$ cat src/shared/periph_irq_pkg.sv
// Register map, field positions and reset values of the peripheral interrupt enable block
package periph_irq_pkg;
	localparam int  DATA_W = 8;
	localparam int  ADDR_W = 4;

	// Register offsets
	localparam logic [3:0] OFF_NET_FLAGS     = 4'h0;
	localparam logic [3:0] OFF_ENABLE_FIRST  = 4'h1;
	localparam logic [3:0] OFF_ENABLE_SECOND = 4'h2;
	localparam logic [3:0] OFF_NET_ENABLE    = 4'h3;
	localparam logic [3:0] OFF_CONTROL       = 4'h4;
	localparam logic [3:0] OFF_TX_BUF_EN     = 4'h5;
	localparam logic [3:0] OFF_BUF_EN        = 4'h6;
	localparam logic [3:0] OFF_STATUS        = 4'h7;

	// Reset values
	localparam logic [7:0] RST_ENABLE   = 8'h00;
	localparam logic [7:0] RST_FLAGS    = 8'h00;
	localparam logic [7:0] RST_BUF_EN   = 8'h00;
	localparam logic [1:0] RST_MODE     = 2'h0;

	// Control register fields
	localparam int  CTL_PRIORITY_BIT = 0;
	localparam int  CTL_GATE_BIT     = 1;
	localparam int  CTL_MODE_LSB     = 2;

	// Network mode encodings
	localparam logic [1:0] MODE_LEGACY   = 2'h0;
	localparam logic [1:0] MODE_ENHANCED = 2'h1;
	localparam logic [1:0] MODE_FIFO     = 2'h2;

	// Bit positions of the network flag and enable registers
	localparam int  NET_BUS_ERROR = 5;
	localparam int  NET_TX_TWO    = 4;
	localparam int  NET_TX_ONE    = 3;
	localparam int  NET_TX_ZERO   = 2;
	localparam int  NET_RX_ONE    = 1;
	localparam int  NET_RX_ZERO   = 0;

	// Second enable register: bit 5 absent, bits 6 and 0 only on large parts
	localparam logic [7:0] SECOND_MASK_LARGE = 8'hdf;
	localparam logic [7:0] SECOND_MASK_SMALL = 8'h9e;

	// Network enable masks per mode
	localparam logic [7:0] NET_EN_MASK_LEGACY   = 8'hff;
	localparam logic [7:0] NET_EN_MASK_ENHANCED = 8'hf2;
	localparam logic [7:0] NET_EN_MASK_FIFO     = 8'hf3;
	localparam logic [7:0] NET_FLAG_MASK_ENHANCED = 8'hfe;

	// Status register fields
	localparam int  STAT_PENDING_BIT = 0;
	localparam int  STAT_SINGLE_BIT  = 1;
	localparam int  STAT_PRIO_BIT    = 2;
endpackage

$ cat src/hw/periph_irq_enable.sv
// Peripheral interrupt enable registers, network flags and request gating
//
// Functional notes
// - Without priority levels, requests pass only while the peripheral gate is set.
// - First enable bit 7 gates the parallel port interrupt.
// - First enable bit 6 gates conversion-complete interrupt.
// - First enable bits 5 and 4 gate serial receive and transmit.
// - First enable bit 3 gates sync serial, bit 2 capture unit one.
// - First enable bit 1 gates timer two period match.
// - First enable bit 0 gates timer one overflow.
// - Second enable bit 5 is absent and reads zero.
// - Comparator and enhanced capture enables exist only on large parts.
// - Mode 0: network enable bit 4 gates transmit buffer two.
// - Mode 0: network enable bit 1 gates receive buffer one.
// - Mode 0: network enable bit 0 gates receive buffer zero.
// - Network enable bit 5 gates bus error in every mode.
// - Modes 1, 2 force transmit buffer one and zero enables to zero.
// - Mode 2: network flag bit 0 sets on FIFO high watermark.
// - Flags set on their event regardless of the interrupt enables; in modes 1, 2 bits 4 and 1 set only via per-buffer enables.
// - Priority control selects two levels when 1, one level when 0.
//
// The strobed register port and the address map were chosen for this implementation.
`timescale 1ns/1ps
module periph_irq_enable
	import periph_irq_pkg::*;
#(
	parameter bit LARGE_PACKAGE = 1'b1
) (
	input  wire logic              i_clock,
	input  wire logic              i_rst,
	input  wire logic              i_ce,
	input  wire logic [ADDR_W-1:0] i_addr,
	input  wire logic [DATA_W-1:0] i_wdata,
	input  wire logic              i_write,
	input  wire logic              i_read,
	output logic      [DATA_W-1:0] o_rdata,
	input  wire logic [7:0]        i_first_flags,
	input  wire logic [7:0]        i_second_flags,
	input  wire logic [7:0]        i_net_event,
	input  wire logic [7:0]        i_tx_buffer_event,
	input  wire logic [7:0]        i_rx_buffer_event,
	input  wire logic              i_fifo_high_mark,
	output logic                   o_periph_pending,
	output logic                   o_irq_single,
	output logic                   o_irq_prioritised
);
	logic [7:0] peripheral_enable_first;
	logic [7:0] peripheral_enable_second;
	logic [7:0] network_interrupt_enable;
	logic [7:0] network_interrupt_flags;
	logic [7:0] per_tx_buffer_enables;
	logic [7:0] per_buffer_enables;
	logic       priority_levels_on;
	logic       global_peripheral_gate;
	logic [1:0] net_mode;
	logic [7:0] second_mask;
	logic [7:0] net_en_mask;
	logic [7:0] net_flag_mask;
	logic [7:0] second_eff;
	logic [7:0] net_en_eff;
	logic [7:0] net_flags_view;
	logic [7:0] net_set;
	logic       legacy;
	logic       wr_flags;
	logic [7:0] next_rdata;

	assign legacy      = (net_mode == MODE_LEGACY);
	assign second_mask = LARGE_PACKAGE ? SECOND_MASK_LARGE : SECOND_MASK_SMALL;

	// Per-mode view of the network enables and flags
	always_comb begin
		net_en_mask   = NET_EN_MASK_LEGACY;
		net_flag_mask = NET_EN_MASK_LEGACY;
		case (net_mode)
			MODE_ENHANCED: begin
				net_en_mask   = NET_EN_MASK_ENHANCED;
				net_flag_mask = NET_FLAG_MASK_ENHANCED;
			end
			MODE_FIFO: begin
				net_en_mask   = NET_EN_MASK_FIFO;
			end
			default: begin
				net_en_mask   = NET_EN_MASK_LEGACY;
			end
		endcase
	end

	assign second_eff     = peripheral_enable_second & second_mask;
	assign net_en_eff     = network_interrupt_enable & net_en_mask;
	assign net_flags_view = network_interrupt_flags & net_flag_mask;

	// Flag set terms
	always_comb begin
		net_set                = i_net_event;
		net_set[NET_TX_TWO]    = legacy ? i_net_event[NET_TX_TWO]
			: |(i_tx_buffer_event & per_tx_buffer_enables);
		net_set[NET_RX_ONE]    = legacy ? i_net_event[NET_RX_ONE]
			: |(i_rx_buffer_event & per_buffer_enables);
		net_set[NET_RX_ZERO]   = 1'b0;
		if (legacy) begin
			net_set[NET_RX_ZERO] = i_net_event[NET_RX_ZERO];
		end else if (net_mode == MODE_FIFO) begin
			net_set[NET_RX_ZERO] = i_fifo_high_mark;
		end
	end

	assign wr_flags = i_write && (i_addr == OFF_NET_FLAGS);

	genvar g;
	generate
		for (g = 0; g < 8; g++) begin : g_flag
			sticky_flag u_flag (
				.i_clock       (i_clock),
				.i_rst         (i_rst),
				.i_ce          (i_ce),
				.i_set         (net_set[g]),
				.i_write       (wr_flags),
				.i_write_value (i_wdata[g]),
				.o_flag        (network_interrupt_flags[g])
			);
		end
	endgenerate

	// Enable registers
	always_ff @(posedge i_clock) begin
		if (i_rst) begin
			peripheral_enable_first  <= RST_ENABLE;
			peripheral_enable_second <= RST_ENABLE;
			network_interrupt_enable <= RST_ENABLE;
		end else if (i_ce && i_write) begin
			if (i_addr == OFF_ENABLE_FIRST) begin
				peripheral_enable_first <= i_wdata;
			end else if (i_addr == OFF_ENABLE_SECOND) begin
				peripheral_enable_second <= i_wdata & second_mask;
			end else if (i_addr == OFF_NET_ENABLE) begin
				network_interrupt_enable <= i_wdata;
			end
		end
	end

	// Control and per-buffer enables
	always_ff @(posedge i_clock) begin
		if (i_rst) begin
			priority_levels_on     <= 1'b0;
			global_peripheral_gate <= 1'b0;
			net_mode               <= RST_MODE;
			per_tx_buffer_enables  <= RST_BUF_EN;
			per_buffer_enables     <= RST_BUF_EN;
		end else if (i_ce && i_write) begin
			if (i_addr == OFF_CONTROL) begin
				priority_levels_on     <= i_wdata[CTL_PRIORITY_BIT];
				global_peripheral_gate <= i_wdata[CTL_GATE_BIT];
				// Mode code 3 is undefined and leaves the mode unchanged
				if (i_wdata[CTL_MODE_LSB+1:CTL_MODE_LSB] != 2'h3) begin
					net_mode <= i_wdata[CTL_MODE_LSB+1:CTL_MODE_LSB];
				end
			end else if (i_addr == OFF_TX_BUF_EN) begin
				per_tx_buffer_enables <= i_wdata;
			end else if (i_addr == OFF_BUF_EN) begin
				per_buffer_enables <= i_wdata;
			end
		end
	end

	// Request combining
	assign o_periph_pending = |(i_first_flags & peripheral_enable_first)
		| |(i_second_flags & second_eff)
		| |(net_flags_view & net_en_eff);
	assign o_irq_single      = !priority_levels_on && global_peripheral_gate
		&& o_periph_pending;
	assign o_irq_prioritised = priority_levels_on && o_periph_pending;

	// Read mux
	always_comb begin
		next_rdata = 8'h00;
		if (i_addr == OFF_NET_FLAGS) begin
			next_rdata = net_flags_view;
		end else if (i_addr == OFF_ENABLE_FIRST) begin
			next_rdata = peripheral_enable_first;
		end else if (i_addr == OFF_ENABLE_SECOND) begin
			next_rdata = second_eff;
		end else if (i_addr == OFF_NET_ENABLE) begin
			next_rdata = net_en_eff;
		end else if (i_addr == OFF_CONTROL) begin
			next_rdata[CTL_PRIORITY_BIT]               = priority_levels_on;
			next_rdata[CTL_GATE_BIT]                   = global_peripheral_gate;
			next_rdata[CTL_MODE_LSB+1:CTL_MODE_LSB]    = net_mode;
		end else if (i_addr == OFF_TX_BUF_EN) begin
			next_rdata = per_tx_buffer_enables;
		end else if (i_addr == OFF_BUF_EN) begin
			next_rdata = per_buffer_enables;
		end else if (i_addr == OFF_STATUS) begin
			next_rdata[STAT_PENDING_BIT] = o_periph_pending;
			next_rdata[STAT_SINGLE_BIT]  = o_irq_single;
			next_rdata[STAT_PRIO_BIT]    = o_irq_prioritised;
		end
	end

	// Read data valid only in the cycle after the strobe
	always_ff @(posedge i_clock) begin
		if (i_rst) begin
			o_rdata <= 8'h00;
		end else if (i_ce) begin
			o_rdata <= i_read ? next_rdata : 8'h00;
		end
	end
endmodule // periph_irq_enable

$ cat src/hw/sticky_flag.sv
// One interrupt flag bit: hardware set beats software write
`timescale 1ns/1ps
module sticky_flag
	import periph_irq_pkg::*;
(
	input  wire logic i_clock,
	input  wire logic i_rst,
	input  wire logic i_ce,
	input  wire logic i_set,
	input  wire logic i_write,
	input  wire logic i_write_value,
	output logic      o_flag
);
	always_ff @(posedge i_clock) begin
		if (i_rst) begin
			o_flag <= 1'b0;
		end else if (i_ce) begin
			if (i_set) begin
				o_flag <= 1'b1;
			end else if (i_write) begin
				o_flag <= i_write_value;
			end
		end
	end
endmodule // sticky_flag

$ cat config.mk
export PLATFORM = sky130hd
export DESIGN_NAME = periph_irq_enable
export DESIGN_NICKNAME = d
export VERILOG_FILES = /design/src/shared/periph_irq_pkg.sv /design/src/hw/periph_irq_enable.sv /design/src/hw/sticky_flag.sv
export SDC_FILE = /design/constraint.sdc
export NUM_CORES = 1
export LEC_CHECK = 0
export ABC_AREA = 1
export BUFFER_PORTS_ARGS = -buffer_cell sky130_fd_sc_hd__buf_2
export CAP_MARGIN = 5
export CORE_MARGIN = 1
export CORE_UTILIZATION = 49
export DETAILED_ROUTE_END_ITERATION = 6
export PLACE_DENSITY = 0.87
export RECOVER_POWER = 25
export SLEW_MARGIN = 0
export SYNTH_ARGS = -nofsm -noshare
export SYNTH_HDL_FRONTEND = slang
export SYNTH_SLANG_ARGS = --single-unit
$ cat constraint.sdc
create_clock -name i_clock -period 1.5 [get_ports i_clock]
set_input_delay 0.225 -clock i_clock [delete_from_list [all_inputs] [get_ports i_clock]]
set_output_delay 0.225 -clock i_clock [all_outputs]
set_load 0.005 [all_outputs]
==> impl_metrics.py, run 1 <==
metrics = {
    "run_status": {
        "outcome": "finished with violations",
        "failed_checks": "negative setup slack",
    },
    "worst_setup_path": {
        "start_kind": "flop",
        "worstPathRequired_ps": 1270,
        "crit_arrival_ps": 1700,
        "cp_cell_sequence": "buf_4 > ha_4 > nor2_2 > nand2_1 > nand3_2 > nor2_2 > buf_4 > nand2_4 > inv_2 > nor2_1 > buf_2",
        "critPathCaptureType": "output pin",
        "crit_buf_inv": 4,
        "cp_max_fo": 3,
        "critPathTopFamily": "buffers and inverters",
        "cpPeakStageDelay_ps": 340,
        "cp_slowest_cell": "dfxtp_2",
        "crit_type": "flop to output pin",
    },
    "die": {
        "die_w_um": 80.45,
        "fp.dieH_um": 80.45,
        "die_area_sq_mm": 0.006471,
        "rows": 28,
        "num_io_pins": 69,
        "core-area_sq_mm": 0.005921,
        "start_util": 0.5093,
    },
    "place": {
        "gp_congestion": 0.9446,
        "dp_hpwl_mm": 7.110,
        "dpl_cell_area_sq_mm": 0.003551,
        "io_buffers": 67,
    },
    "sta": {
        "fin_crit_ps": 1925,
        "setup_tns_ps": -1941,
        "worst_slack_ps": -425.4,
        "worst_clock_skew_ps": 10.27,
        "period_share": 1.284,
        "final_max_slew_viol_count": 0,
        "rsz0062_at_grt": "yes",
        "fmax_mhz": 519.4,
        "finalHoldViolCount": 0,
        "relSlewSlack": 0.6294,
        "worstMarginPinSlew_ps": 551.6,
        "setup_viol": 6,
        "hold_slack_ps": 202.9,
    },
    "clocking": {
        "cts_buffers": 9,
        "clock_latency_ps": 340,
        "clkTransAtPathRegs_ps": 60,
        "hold_buffers": 0,
        "cts_tree": "built",
        "root_buffer": "clkbuf_8",
        "ctsHtreeMaxLevel": 3,
        "clockBufferDepth": 2,
        "clock-sinks": 59,
    },
    "synth": {
        "netlist.area_leader.share": 0.3917,
        "yosysTopAreaCell": "dfxtp_1",
        "synthFlopType": "dfxtp_1",
        "synth_cells": 435,
        "syn_area_sq_mm": 0.003015,
        "yosysWarnings": 0,
        "synth.distinct_cells": 35,
        "ys_seq_area_frac": 0.3917,
        "ys_seq_elements": 59,
        "synthArstFlopShare": 0,
        "syn_nets": 497,
        "synth_edf_count": 0,
        "syn_avg_cell_area_sq_um": 6.932,
        "synth.area.top_cells": "dfxtp_1, nand2_1, a21oi_1, nand3_1, inv_1",
    },
    "global_route": {
        "grt_overflow": 0,
        "grt_pass1_vias": 3212,
        "grtUsageTotal": 0.3122,
        "grt_max_degree": 23,
        "antenna_found_initial": 0,
        "grt_pass1_wl_mm": 14.84,
    },
    "routing": {
        "wl_mm": 9.771,
        "wl_per_cell_um": 16.15,
        "ant_nets": 0,
        "first_pass_iters": 5,
        "via_per_inst": 5.674,
        "via_count": 3433,
        "drcViolationCount": 0,
        "drtIter0Drc": 316,
    },
    "cells_and_area": {
        "n_antenna_cell": 0,
        "layout-drive-gt1-share": 0.2660,
        "final_area_sq_mm": 0.003799,
        "syn2layout_area_growth_pct": 25.97,
        "fin_nets": 588,
        "nFillCells": 515,
    },
    "power": {
        "p_leak_nw": 1.600,
        "ir_drop_v": 0.0005475,
        "pwr_density_cell_mw_per_mm2": 853.8,
    },
    "job": {
        "maxCapViolCount": 0,
    },
    "hold_path": {
        "worstHoldPathType": "input port to flop",
    },
}
-- path summary, 6_finish.rpt --
path | cells past startpoint | startpoint | slack (ps) | endpoint
setup / recovery | 11 | net_mode[0] | -430 | o_irq_single
hold / removal | 3 | i_net_event[4] | 200 | g_flag[4].u_flag.o_flag
setup reg to reg | 14 | net_mode[0] | -270 | o_rdata[0]
hold reg to reg | 2 | o_rdata[3] | 470 | o_rdata[3]
-- power by group --
group / switching [mW] / leakage (nW) / internal, mW
Combinational: 0.234 / 1.04 / 0.149
Clock: 0.608 / 0.0860 / 0.627
Sequential: 0.0263 / 0.479 / 1.60
-- cell families (layout without fill, tap and decap cells) --
logic type                 count (synthesis)  in the layout  share of synthesized area
DFF                                       59             59                     0.3917
and+or+nand+nor                          181            181                     0.2564
adders and majority gates                  4              4                    0.01660
buffers and inverters                     60            155                    0.08796
AOI/OAI and AO/OA                        131            131                     0.2473
-- routing by layer --
| layer | wire (um) | GRT usage | part of all wire |
|---|---|---|---|
| met5 | 0 | 0 | 0 |
| met4 | 428 | 0.1857 | 0.044 |
| met3 | 861 | 0.07614 | 0.088 |
| met2 | 4642 | 0.5229 | 0.48 |
| met1 | 3839 | 0.3571 | 0.39 |
-- per-stage QoR --
step	power [mW]	utilization	instances	setup slack (ps)
after global routing	3.361	0.6416	605	-519.5
after global placement	2.005	0.5997	587	-96.89
after floorplan	1.829	-	435	-2.075
final	3.243	0.6416	605	-425.4
after detailed placement	2.015	0.5997	587	-114.5
after CTS	3.232	0.6361	605	-377.5
-- flip-flops by register name, summed over array words and instances (netlist names) --
name and flops:
g_flag.u_flag.o_flag 8, global_peripheral_gate 1, net_mode 2, network_interrupt_enable 8
o_rdata 8, per_buffer_enables 8, per_tx_buffer_enables 8, peripheral_enable_first 8
peripheral_enable_second 7, priority_levels_on 1
-- worst reg2reg max path, cell delays in order, from the launching register on --
cell and delay (ps):
dfxtp_2 340, buf_4 160, ha_4 170, nor2_2 100, nand2_1 80, nand3_2 80, nor2_2 40, buf_4 130
nand3_4 90, nand3_2 80, nand2_1 100, nand3_2 70, nand3_1 90, nand2_1 50, a21oi_1 110
-- timing repair --
item	in CTS	in global routing
setup endpoints to repair	6	7
setup buffers	3	1
resized for setup	10	12
pin swaps	6	11
-- cell type report --
cell class                      count  area (sq um)  share of cell area
Multi-Input combinational cell    316          1652              0.4348
Sequential cell                    59          1184              0.3116
Timing Repair Buffer               95         535.5              0.1410
Inverter                           45         173.9             0.04578
Clock buffer                       12         145.1             0.03821
Tap cell                           75         93.84             0.02470
Clock inverter                      3         15.01            0.003953
-- synthesized netlist by cell type, types with 2 or more instances --
cell type and n:
a21oi_1 70, a221oi_1 3, a22o_1 3, a22oi_1 5, a31oi_1 3, buf_2 5, buf_4 2, buf_6 2
clkbuf_1 4, dfxtp_1 59, ha_1 4, inv_1 36, inv_2 8, nand2_1 114, nand2_2 5, nand3_1 35
nand4_1 3, nor2_1 15, nor2_2 5, o211ai_1 5, o21ai_0 22, o21ai_1 8, o221ai_1 3, o22ai_1 5
-- cell usage in the layout, fill, tap and decap left out, drive strengths merged --
| cell | netlist | routed |
|---|---|---|
| nand2 | 119 | 119 |
| buf | 9 | 87 |
| a21oi | 71 | 71 |
| dfxtp | 59 | 59 |
| inv | 44 | 44 |
| nand3 | 36 | 36 |
| o21ai | 30 | 30 |
| nor2 | 21 | 21 |
| clkbuf | 6 | 20 |
| o22ai | 6 | 6 |
| o211ai | 6 | 6 |
| a22oi | 5 | 5 |
| clkinv | 1 | 4 |
| ha | 4 | 4 |
| nand4 | 3 | 3 |
| o221ai | 3 | 3 |
| a31oi | 3 | 3 |
| a221oi | 3 | 3 |
| a22o | 3 | 3 |
| nor3 | 1 | 1 |
| o31ai | 1 | 1 |
| or2 | 1 | 1 |
(Power assumes the default switching activity.)
==> inputs of run 2 (changes only) <==
--- a/config.mk
+++ b/config.mk
@@ -8,6 +8,7 @@
 export ABC_AREA = 1
 export BUFFER_PORTS_ARGS = -buffer_cell sky130_fd_sc_hd__buf_2
 export CAP_MARGIN = 5
+export CORE_ASPECT_RATIO = 0.8
 export CORE_MARGIN = 1
 export CORE_UTILIZATION = 49
 export DETAILED_ROUTE_END_ITERATION = 6
@@ -16,4 +17,5 @@
 export SLEW_MARGIN = 0
 export SYNTH_ARGS = -nofsm -noshare
 export SYNTH_HDL_FRONTEND = slang
+export SYNTH_HIERARCHICAL = 1
 export SYNTH_SLANG_ARGS = --single-unit
==> impl_metrics.py, run 2 <==
metrics = {
    "sta": {
        "finalHoldViolCount": 0,
        "worstMarginPinSlew_ps": 683.6,
        "setup_viol": 7,
        "worst_slack_ps": -486.0,
        "fmax_mhz": 503.5,
        "period_share": 1.324,
        "setup_tns_ps": -2105,
        "relSlewSlack": 0.5437,
        "worst_clock_skew_ps": 6.990,
        "rsz0062_at_grt": "yes",
        "fin_crit_ps": 1986,
        "final_max_slew_viol_count": 0,
        "hold_slack_ps": 175.7,
    },
    "run_status": {
        "outcome": "finished with violations",
        "failed_checks": "negative setup slack",
    },
    "cells_and_area": {
        "layout_commonest_cell": "nand2_1",
        "multi_input_area_sq_mm": 0.001695,
        "n_antenna_cell": 0,
        "seq_area_sq_mm": 0.001186,
        "final_area_sq_mm": 0.004145,
        "final_cell_mix": "nand2_1, buf_2, a21oi_1, dfxtp_1, inv_1",
        "stdcell_count": 663,
        "fin_nets": 639,
        "nFillCells": 510,
        "layout-drive-gt1-share": 0.2749,
        "syn2layout_area_growth_pct": 33.97,
        "finish.utilization": 0.6902,
    },
    "synth": {
        "netlist.area_leader.share": 0.3817,
        "synth.area.top_cells": "dfxtp_1, nand2_1, a21oi_1, nand3_1, inv_1",
        "syn_avg_cell_area_sq_um": 6.583,
        "syn_nets": 532,
        "synth.distinct_cells": 30,
        "yosysTopAreaCell": "dfxtp_1",
        "synthFlopType": "dfxtp_1",
        "synth_edf_count": 0,
        "yosysMostFrequentCell": "nand2_1",
        "syn_area_sq_mm": 0.003094,
        "yosysWarnings": 6,
        "ys_seq_area_frac": 0.3817,
        "synth_cells": 470,
        "synthTopCellsByCount": "nand2_1, a21oi_1, dfxtp_1",
        "synthArstFlopShare": 0,
        "ys_seq_elements": 59,
    },
    "clocking": {
        "cts_buffers": 9,
        "clockBufferDepth": 2,
        "ctsHtreeMaxLevel": 3,
        "clock_latency_ps": 350,
        "cts_tree": "built",
        "clock-sinks": 59,
        "clkTransAtPathRegs_ps": 70,
        "hold_buffers": 0,
        "root_buffer": "clkbuf_8",
    },
    "worst_setup_path": {
        "critPathMostFrequentCell": "buf_6",
        "cp_max_fo": 4,
        "setup.worst_path.start": "net_mode[0]",
        "worstPathRequired_ps": 1270,
        "crit_type": "flop to output pin",
        "cpPeakStageDelay_ps": 380,
        "critPathCaptureType": "output pin",
        "timing.rr.start": "net_mode[0]",
        "reg2reg_slack_ps": -250,
        "rr_worst_depth": 15,
        "cp_cell_sequence": "inv_4 > ha_4 > inv_4 > nand3_2 > nand3_2 > nor2_2 > nand2_1 > buf_6 > buf_6 > buf_6",
        "cp_slowest_cell": "dfxtp_4",
        "start_kind": "flop",
        "r2r_end": "o_rdata[2]",
        "crit_arrival_ps": 1760,
    },
    "power": {
        "fin_total_pwr_mw": 3.898,
        "pwr_density_cell_mw_per_mm2": 940.5,
        "ir_drop_v": 0.0007340,
        "p_leak_nw": 1.892,
    },
    "die": {
        "core-area_sq_mm": 0.006006,
        "die_area_sq_mm": 0.006639,
        "num_io_pins": 69,
        "die_w_um": 90.85,
        "start_util": 0.5152,
        "fp.dieH_um": 73.08,
        "rows": 25,
    },
    "hold_path": {
        "worstHoldPathType": "input port to flop",
        "hold_path.startpoint": "i_net_event[2]",
        "hold_end": "g_flag[2].u_flag/o_flag",
        "hold_depth": 5,
    },
    "routing": {
        "via_per_inst": 5.729,
        "drcViolationCount": 0,
        "wl_mm": 10.86,
        "ant_nets": 0,
        "first_pass_iters": 6,
        "drtIter0Drc": 536,
        "wl_per_cell_um": 16.38,
        "via_count": 3798,
    },
    "global_route": {
        "grt_pass1_vias": 3556,
        "met3_usage": 0.1083,
        "antenna_found_initial": 0,
        "grt_overflow": 0,
        "grt.busiest_layer": "met2",
        "grt_max_degree": 39,
        "grt_pass1_wl_mm": 17.04,
        "met1_usage": 0.4162,
        "grtUsageTotal": 0.3372,
        "use_met2": 0.5446,
    },
    "place": {
        "dp_hpwl_mm": 7.660,
        "io_buffers": 67,
        "gp_congestion": 0.9433,
        "dpl_cell_area_sq_mm": 0.003790,
        "pre_cts_slack_ps": -163.2,
        "placed_cells": 642,
    },
    "job": {
        "maxCapViolCount": 0,
    },
}
## run 2: cell count changes after synthesis, moves of 3 or more
cell / delta
nor2_1: +4
inv_1: +17
nand2_1: +17
nand3_1: +9
a21oi_1: -7
a22oi_1: -5
clkbuf_1: +3
## run 2: logic make-up (layout without fill, tap and decap cells)
logic type,after synthesis,in the layout,synth area share
adders and majority gates,4,4,0.01618
buffers and inverters,76,188,0.09382
and+or+nand+nor,210,210,0.2859
DFF,59,59,0.3817
AOI/OAI and AO/OA,121,121,0.2224
## run 2: critical path, delay by kind of cell, from the launching register on
family	cells	cell delay [ps]
adder cells (fa/ha/maj)	1	270
flip-flops	1	380
buffers and inverters	5	420
AND/OR/NAND/NOR	4	330
## run 2: layer usage
layer | wire (um) | vias to the layer above
li1 | - | 1777
met3 | 1304 | 53
met1 | 4354 | 1707
met2 | 4667 | 261
met5 | 0 | -
met4 | 532 | 0
## run 2: worst max-delay path by stage
stage	to	slack (ps)	depth (start not counted)
2_1_floorplan	o_rdata[2]	-20	15
3_3_place_gp	o_rdata[2]	-120	15
3_5_place_dp	o_irq_single	-160	11
4_1_cts	o_irq_single	-470	11
5_1_grt	o_irq_single	-550	11
6_report	o_periph_pending	-490	10
## run 2: power breakdown
part	leakage (nW)	internal [mW]	switching, mW
Clock	0.115	1.15	0.684
Combinational	1.30	0.178	0.268
Sequential	0.479	1.60	0.0237
Total	1.89	2.92	0.976
## run 2: layout make-up
class / count / share of cell area
clock inverter: 6 / 0.02717
sequential: 59 / 0.2861
tap: 81 / 0.02445
clock buffer: 10 / 0.03320
multi-input combinational: 335 / 0.4090
timing repair buffer: 109 / 0.1612
inverter: 63 / 0.05886
## run 2: repair_timing
item,in CTS,in global routing
endpoints found under the setup margin,6,7
gates resized for setup,12,10
gates cloned,0,0
setup buffers,2,3
pin swaps,6,7
